File: config.mk
export PLATFORM = sky130hd
export DESIGN_NAME = pcpm_port
export DESIGN_NICKNAME = d
export VERILOG_FILES = /design/src/pcpm_pkg.sv /design/src/pcpm_pin_cell.sv /design/src/pcpm_port.sv
export SDC_FILE = /design/constraint.sdc
export NUM_CORES = 1
export LEC_CHECK = 0
export BUFFER_PORTS_ARGS = -buffer_cell sky130_fd_sc_hd__buf_2
export CORE_MARGIN = 4
export CORE_UTILIZATION = 35
export DETAILED_ROUTE_END_ITERATION = 10
export PLACE_DENSITY = 0.7
export SYNTH_ARGS = -nofsm -noshare
export SYNTH_HDL_FRONTEND = slang
export SYNTH_SLANG_ARGS = --single-unit
File: constraint.sdc
create_clock -name i_core_clk -period 0.87 [get_ports i_core_clk]
set_input_delay 0.0435 -clock i_core_clk [delete_from_list [all_inputs] [get_ports i_core_clk]]
set_output_delay 0.0435 -clock i_core_clk [all_outputs]
set_load 0.01 [all_outputs]
File: src/pcpm_pkg.sv
/*
 Package for the multiplexed eight-pin port: register indices, reset values,
 pin positions and the struct that carries peripheral requests.
 Assumes a single clock domain and a plain register port on the processor side.
*/
package pcpm_pkg;
   localparam int unsigned PCPM_WIDTH = 8;
   localparam logic [0:0] PCPM_IDX_LATCH = 1'h0;
   localparam logic [0:0] PCPM_IDX_DIR = 1'h1;
   localparam logic [7:0] PCPM_LATCH_RST = 8'h00;
   localparam logic [7:0] PCPM_DIR_RST = 8'hff;
   localparam int unsigned PCPM_PIN_T1 = 0;
   localparam int unsigned PCPM_PIN_T1I = 1;
   localparam int unsigned PCPM_PIN_CAPTURE_COMPARE_PWM_ONE = 2;
   localparam int unsigned PCPM_PIN_SCK = 3;
   localparam int unsigned PCPM_PIN_SDI = 4;
   localparam int unsigned PCPM_PIN_SDO = 5;
   localparam int unsigned PCPM_PIN_TX = 6;
   localparam int unsigned PCPM_PIN_RX = 7;

   // One peripheral's claim on a pin
   typedef struct packed {
      logic en;
      logic force_out;
      logic force_in;
      logic data;
   } pcpm_claim_s;

   typedef enum logic [1:0] {
      PCPM_OWN_GPIO,
      PCPM_OWN_OUT,
      PCPM_OWN_IN
   } pcpm_own_e;
endpackage : pcpm_pkg

File: src/pcpm_pin_cell.sv
/*
 One pin cell: resolves direction and drive from the direction bit,
 the output latch and an optional peripheral claim.
 Assumes claims are already gated by device variant.
*/
`timescale 1ns/1ns
`default_nettype none
module pcpm_pin_cell
   import pcpm_pkg::*;
(
   input  wire logic        i_dir_in,
   input  wire logic        i_latch,
   input  wire pcpm_claim_s i_claim,
   output logic             o_drive,
   output logic             o_oe_n,
   output pcpm_own_e        o_own
);
   wire claim_out = i_claim.en & i_claim.force_out;
   wire claim_in  = i_claim.en & i_claim.force_in & ~claim_out;

   // Override lasts while the claim is enabled
   assign o_own   = claim_out ? PCPM_OWN_OUT : (claim_in ? PCPM_OWN_IN : PCPM_OWN_GPIO); // RQ6
   assign o_oe_n  = claim_out ? 1'b0 : (claim_in ? 1'b1 : i_dir_in); // RQ3 RQ4 RQ5
   assign o_drive = claim_out ? i_claim.data : i_latch; // RQ17
endmodule : pcpm_pin_cell
`default_nettype wire

File: src/pcpm_port.sv
/*
 Eight-pin general-purpose port with per-pin direction and peripheral takeover.
 Assumes pins are synchronous to i_core_clk; pin wire is resolved outside
 from o_pin_out and o_pin_oe_n.
*/
// Function
// RQ1: Eight pins, each usable as input or output.
// RQ2: Direction bit n controls pin n independently.
// RQ3: Direction one means input, zero means output.
// RQ4: Some enabled peripherals force their pin to output.
// RQ5: Other enabled peripherals force their pin to input.
// RQ6: Override holds exactly while the peripheral stays enabled.
// RQ7: Software avoids read-modify-write of direction while overrides active.
// RQ8: Pin 0 is GPIO, timer1 oscillator output or timer1 clock input.
// RQ9: Pin 1 is GPIO, timer1 oscillator input or second capture/compare/PWM.
// RQ10: Pin 2 is GPIO or first capture/compare/PWM.
// RQ11: Pin 3 carries serial clock in SPI and I2C modes.
// RQ12: Pin 4 is SPI data input or I2C data line.
// RQ13: Pin 5 is GPIO or serial port data output.
// RQ14: Pin 6 is GPIO, USART transmit or USART sync clock.
// RQ15: Pin 7 is GPIO, USART receive or USART sync data.
// RQ16: Reduced variant lacks second CCP on pin 1 and USART pins.
// RQ17: Data write loads latches; read returns pin levels.
`timescale 1ns/1ns
`default_nettype none
module pcpm_port
   import pcpm_pkg::*;
#(
   parameter int unsigned WIDTH   = PCPM_WIDTH,
   parameter bit          REDUCED = 1'b0
)
(
   input  wire logic              i_core_clk,
   input  wire logic              i_srst,
   input  wire logic [0:0]        i_addr,
   input  wire logic [WIDTH-1:0]  i_wdata,
   input  wire logic              i_wr,
   input  wire logic              i_rd,
   output logic [WIDTH-1:0]       o_rdata,
   input  wire logic [WIDTH-1:0]  i_pin_in,
   output logic [WIDTH-1:0]       o_pin_out,
   output logic [WIDTH-1:0]       o_pin_oe_n,
   input  wire pcpm_claim_s       i_timer1_osc,
   input  wire pcpm_claim_s       i_ccp_one,
   input  wire pcpm_claim_s       i_ccp_two,
   input  wire pcpm_claim_s       i_ssp_clock,
   input  wire pcpm_claim_s       i_ssp_data_in,
   input  wire pcpm_claim_s       i_ssp_data_out,
   input  wire pcpm_claim_s       i_usart_tx_ck,
   input  wire pcpm_claim_s       i_usart_rx_dt,
   output logic [WIDTH-1:0]       o_pin_level,
   output logic [2*WIDTH-1:0]     o_pin_owner
);
   logic [WIDTH-1:0] pin_level_latch;
   logic [WIDTH-1:0] pin_direction_reg;
   logic [WIDTH-1:0] rdata_reg;
   logic [WIDTH-1:0] rdata_next;
   pcpm_claim_s      claims [WIDTH];
   pcpm_own_e        own    [WIDTH];

   function automatic pcpm_claim_s gate(input pcpm_claim_s c, input bit avail);
      pcpm_claim_s r;
      r = c;
      r.en = c.en & avail;
      return r;
   endfunction : gate

   // Peripheral claims per pin
   assign claims[PCPM_PIN_T1]   = i_timer1_osc; // RQ8
   wire ccp_two_live = i_ccp_two.en & !REDUCED;
   assign claims[PCPM_PIN_T1I]  = ccp_two_live ? i_ccp_two : i_timer1_osc; // RQ9 RQ16
   assign claims[PCPM_PIN_CAPTURE_COMPARE_PWM_ONE] = i_ccp_one; // RQ10
   assign claims[PCPM_PIN_SCK]  = i_ssp_clock; // RQ11
   assign claims[PCPM_PIN_SDI]  = i_ssp_data_in; // RQ12
   assign claims[PCPM_PIN_SDO]  = i_ssp_data_out; // RQ13
   assign claims[PCPM_PIN_TX]   = gate(i_usart_tx_ck, !REDUCED); // RQ14 RQ16
   assign claims[PCPM_PIN_RX]   = gate(i_usart_rx_dt, !REDUCED); // RQ15 RQ16

   // One cell per pin
   for (genvar n = 0; n < WIDTH; n++)
   begin : g_pin
      pcpm_pin_cell u_cell (
         .i_dir_in (pin_direction_reg[n]), // RQ2
         .i_latch  (pin_level_latch[n]),
         .i_claim  (claims[n]),
         .o_drive  (o_pin_out[n]),
         .o_oe_n   (o_pin_oe_n[n]),
         .o_own    (own[n])
      ); // RQ1
      assign o_pin_owner[2*n +: 2] = own[n];
   end

   wire wr_latch = i_wr && (i_addr == PCPM_IDX_LATCH);
   wire wr_dir   = i_wr && (i_addr == PCPM_IDX_DIR);

   // Read path: levels for data register, stored bits for direction
   assign rdata_next = !i_rd ? '0 :
                       (i_addr == PCPM_IDX_LATCH) ? i_pin_in : pin_direction_reg; // RQ17
   assign o_rdata     = rdata_reg;
   assign o_pin_level = i_pin_in;

   always_ff @(posedge i_core_clk)
   begin
      if (i_srst)
      begin
         pin_level_latch   <= PCPM_LATCH_RST;
         pin_direction_reg <= PCPM_DIR_RST;
         rdata_reg         <= '0;
      end
      else
      begin
         if (wr_latch)
            pin_level_latch <= i_wdata; // RQ17
         if (wr_dir)
            pin_direction_reg <= i_wdata; // RQ2 RQ7
         rdata_reg <= rdata_next;
      end
   end

   // Checks
   a_dir_sets_oe: assert property (@(posedge i_core_clk) disable iff (i_srst)
      (own[PCPM_PIN_SDO] == PCPM_OWN_GPIO) |-> (o_pin_oe_n[PCPM_PIN_SDO] == pin_direction_reg[PCPM_PIN_SDO]))
      else $error("direction bit not applied"); // RQ3
   a_write_dir_lands: assert property (@(posedge i_core_clk) disable iff (i_srst)
      wr_dir |=> (pin_direction_reg == $past(i_wdata)))
      else $error("direction write lost"); // RQ2
   a_write_latch_lands: assert property (@(posedge i_core_clk) disable iff (i_srst)
      wr_latch |=> (pin_level_latch == $past(i_wdata)))
      else $error("latch write lost"); // RQ17
   a_read_returns_pins: assert property (@(posedge i_core_clk) disable iff (i_srst)
      (i_rd && i_addr == PCPM_IDX_LATCH) |=> (o_rdata == $past(i_pin_in)))
      else $error("data read wrong"); // RQ17
   a_force_out_drive: assert property (@(posedge i_core_clk) disable iff (i_srst)
      (i_ssp_data_out.en && i_ssp_data_out.force_out) |-> !o_pin_oe_n[PCPM_PIN_SDO])
      else $error("forced output not driving"); // RQ4
   a_force_in_float: assert property (@(posedge i_core_clk) disable iff (i_srst)
      (i_ssp_data_in.en && i_ssp_data_in.force_in && !i_ssp_data_in.force_out)
      |-> o_pin_oe_n[PCPM_PIN_SDI])
      else $error("forced input still driving"); // RQ5
   a_release_restores: assert property (@(posedge i_core_clk) disable iff (i_srst)
      (!i_ccp_one.en) |-> (o_pin_oe_n[PCPM_PIN_CAPTURE_COMPARE_PWM_ONE] == pin_direction_reg[PCPM_PIN_CAPTURE_COMPARE_PWM_ONE]))
      else $error("override outlived enable"); // RQ6
   a_reduced_usart_off: assert property (@(posedge i_core_clk) disable iff (i_srst)
      REDUCED |-> (own[PCPM_PIN_TX] == PCPM_OWN_GPIO && own[PCPM_PIN_RX] == PCPM_OWN_GPIO))
      else $error("usart active on reduced part"); // RQ16
   a_idle_read_zero: assert property (@(posedge i_core_clk) disable iff (i_srst)
      !i_rd |=> (o_rdata == '0))
      else $error("read data without read"); // RQ17
   a_forced_out_data: assert property (@(posedge i_core_clk) disable iff (i_srst)
      (i_ssp_data_out.en && i_ssp_data_out.force_out)
      |-> (o_pin_out[PCPM_PIN_SDO] == i_ssp_data_out.data))
      else $error("forced output data wrong"); // RQ4
   a_gpio_drives_latch: assert property (@(posedge i_core_clk) disable iff (i_srst)
      (own[PCPM_PIN_CAPTURE_COMPARE_PWM_ONE] == PCPM_OWN_GPIO)
      |-> (o_pin_out[PCPM_PIN_CAPTURE_COMPARE_PWM_ONE] == pin_level_latch[PCPM_PIN_CAPTURE_COMPARE_PWM_ONE]))
      else $error("gpio pin not driving latch"); // RQ17
   a_level_copy: assert property (@(posedge i_core_clk) disable iff (i_srst)
      o_pin_level == i_pin_in)
      else $error("pin level copy wrong"); // RQ17
   a_reduced_ccp_off: assert property (@(posedge i_core_clk) disable iff (i_srst)
      (REDUCED && !i_timer1_osc.en) |-> (own[PCPM_PIN_T1I] == PCPM_OWN_GPIO))
      else $error("second ccp active on reduced part"); // RQ16
endmodule : pcpm_port
`default_nettype wire

==> impl_metrics.tcl <==
set metrics [dict create \
    status "complete, but fails checks" \
    violations "negative setup slack" \
    holdPathStages 3 \
    synth_xor_area_share_pct 0 \
    insertion_delay_ns 0.27 \
    yosysTopAreaCellShare_pct 33.7 \
    yosys-top-cells-area "dfxtp_1 34%, buf_4 17%, nand2_1 8.7%" \
    crit_path_start_kind "flop" \
    num_io_pins 101 \
    gr-total-overflow 0 \
    report.final.setup_viol 16 \
    synth-adder-area-share_pct 0 \
    synth_seq_area_share_pct 33.7 \
    antenna_left 0 \
    hpwl_um 2790 \
    synth_compound_area_share_pct 13.9 \
    utilization_pct 51.9 \
    io_buffers 100 \
    grt_max_degree 18 \
    vias 1374 \
    syn_nets 229 \
    die_h_um 71.8 \
    min_period_over_period_pct 117 \
    hold_path.class "input port to flop" \
    place_worst_setup_slack_ns -0.167 \
    routed_wl_um 3640 \
    setup_slack_ns -0.146 \
    rsz0062_at_grt "true" \
    cts_sinks 24 \
    syn_to_final_growth_pct 38.5 \
    grt_pass1_vias 1366 \
    slew_violations 0 \
    slew_headroom_pct 76.6 \
    coreArea_sq_um 3800 \
    clk_path_buf_depth 2 \
    antenna_found_initial 0 \
    yosys_warnings 0 \
    synth.mux.area_fraction_pct 11.2 \
    min_period_ns 1.02 \
    multi_input_area_sq_um 657 \
    startpoint "pin_level_latch[3]" \
    r2r_setup_slack_ns 0.05 \
    cp_max_fo 2 \
    tritoncts "built" \
    routed_via_density 4.53 \
    wl_per_cell_um 12.0 \
    h-tree-depth 1 \
    power_leakage_nw 1.12 \
    powerDensity_nw_per_um2 1470 \
    worstPathRequired_ns 0.83 \
    cts_buffers 3 \
    die_w_um 71.8 \
    seq_area_sq_um 500 \
    min_to "pin_level_latch[7]" \
    drive_above_1_share_pct 57.6 \
    finalSetupTns_ns -1.44 \
    drt_iter0_drc 27 \
    antenna_cells 0 \
    max_freq_ghz 0.984 \
    start_util_pct 37.5 \
    fillers 375 \
    grt_pass1_wl_um 5950 \
    grt_usage_pct 14.2 \
    die_area_sq_um 5150 \
    hold_start "i_wdata[7]" \
    netlist_area_sq_um 1420 \
    syn_avg_cell_area_sq_um 8.09 \
    synth_top_area_cell "dfxtp_1" \
    place.gp.congestion 0.760 \
    r2r_start "pin_direction_reg[3]" \
    critPathKind "flop to primary output" \
    power_mw 2.90 \
    synth.distinct_cells 22 \
    cts-hold-fix-buffers 0 \
    synth_top_family_by_area "buffers and inverters" \
    maxCapViolCount 0 \
    cts_root_buffer "clkbuf_8" \
    final.setup_skew_ns 0.00425 \
    hold_viol 0 \
    fin_nets 309 \
    ys_seq_elements 24 \
    syn_inst 176 \
    clkTransAtPathRegs_ns 0.09 \
    ir_drop_v 0.000898 \
    worstRegToRegCells 2 \
    whs_ns 0.0106 \
    rows 22 \
    worst_r2r_endpoint "pin_direction_reg[3]" \
    drc 0 \
    end_kind "primary output" \
    cp.arrival_ns 0.97 \
    synth-simple-area-share_pct 18.2 \
    worst_pin_slew_ns 0.351 \
    firstDrtPassIters 4 \
]
what timing repair did:
item,4_1_cts,5_1_grt
setup buffers,8,0
setup endpoints to repair,16,17
resized for setup,32,2
pin swaps,3,2
power breakdown:
group          switching [mW]  internal [mW]  total, mW
sequential             0.0310           1.17       1.20
combinational           0.339          0.388      0.727
clock                   0.356          0.615      0.971
layer usage:
metal	vias up	track usage [%]	part of all wire [%]
met2	60	25.6	48
met1	602	16.0	40
met5	-	0	0
met3	5	5.47	11
met4	0	2.51	0.52
li1	707	-	-
stage by stage:
stage / std cells / cell area, sq um
after global placement: 291 / 1740
final: 303 / 1970
after detailed placement: 291 / 1740
after global routing: 303 / 1970
after floorplan: 176 / 1420
after CTS: 303 / 1960
worst max path at each step:
stage                      endpoint  cells past startpoint
2_1_floorplan  pin_direction_reg[4]                      4
6_report               o_pin_out[3]                      2
3_3_place_gp   pin_direction_reg[7]                      3
3_5_place_dp   pin_direction_reg[0]                      3
4_1_cts                o_pin_out[7]                      2
5_1_grt                o_pin_out[3]                      2
area by class of cell:
type                            count  area share, %
Multi-Input combinational cell    105           33.3
Timing Repair Buffer              115           33.3
Sequential cell                    24           25.4
Tap cell                           48           3.05
Clock buffer                        3           2.09
Clock inverter                      1           1.52
Inverter                            7           1.33
cell usage in the layout (no fill, tap or decap):
cell type	count
buf_2	93
nand2_1	33
nor2_1	16
dfxtp_2	16
buf_4	15
a21oi_1	9
and3_1	8
a211o_1	8
mux2i_1	8
dfxtp_1	8
inv_1	7
mux2_4	7
buf_6	7
a21o_1	6
a21oi_2	3
clkbuf_8	3
nand2b_1	2
o21ai_2	1
or2_2	1
o32a_1	1
o21a_1	1
nor2b_1	1
bufinv_16	1
synthesized netlist by cell type:
library cell and count:
buf_4 33, nand2_1 33, dfxtp_1 24, nor2_1 16, a21oi_1 12, a211o_1 8, and3_1 8, mux2i_1 8
inv_1 7, mux2_2 7, a21o_1 6, buf_2 2, clkbuf_1 2, nand2b_1 2, buf_12 1, buf_6 1
clkbuf_2 1, nor2b_1 1, o21a_1 1, o21ai_1 1, o32a_1 1, or2_2 1
worst max-delay path, stage by stage, from the launching register on:
cell,delay [ns]
dfxtp_2,0.33
mux2_4,0.26
buf_6,0.12
cell families (layout without fill, tap and decap cells):
group	after synthesis	in the layout
compound gates	29	29
mux	15	15
simple gates	61	61
buf+inv	47	126
flops	24	24
Note: power is estimated with default switching activity, not from simulation.
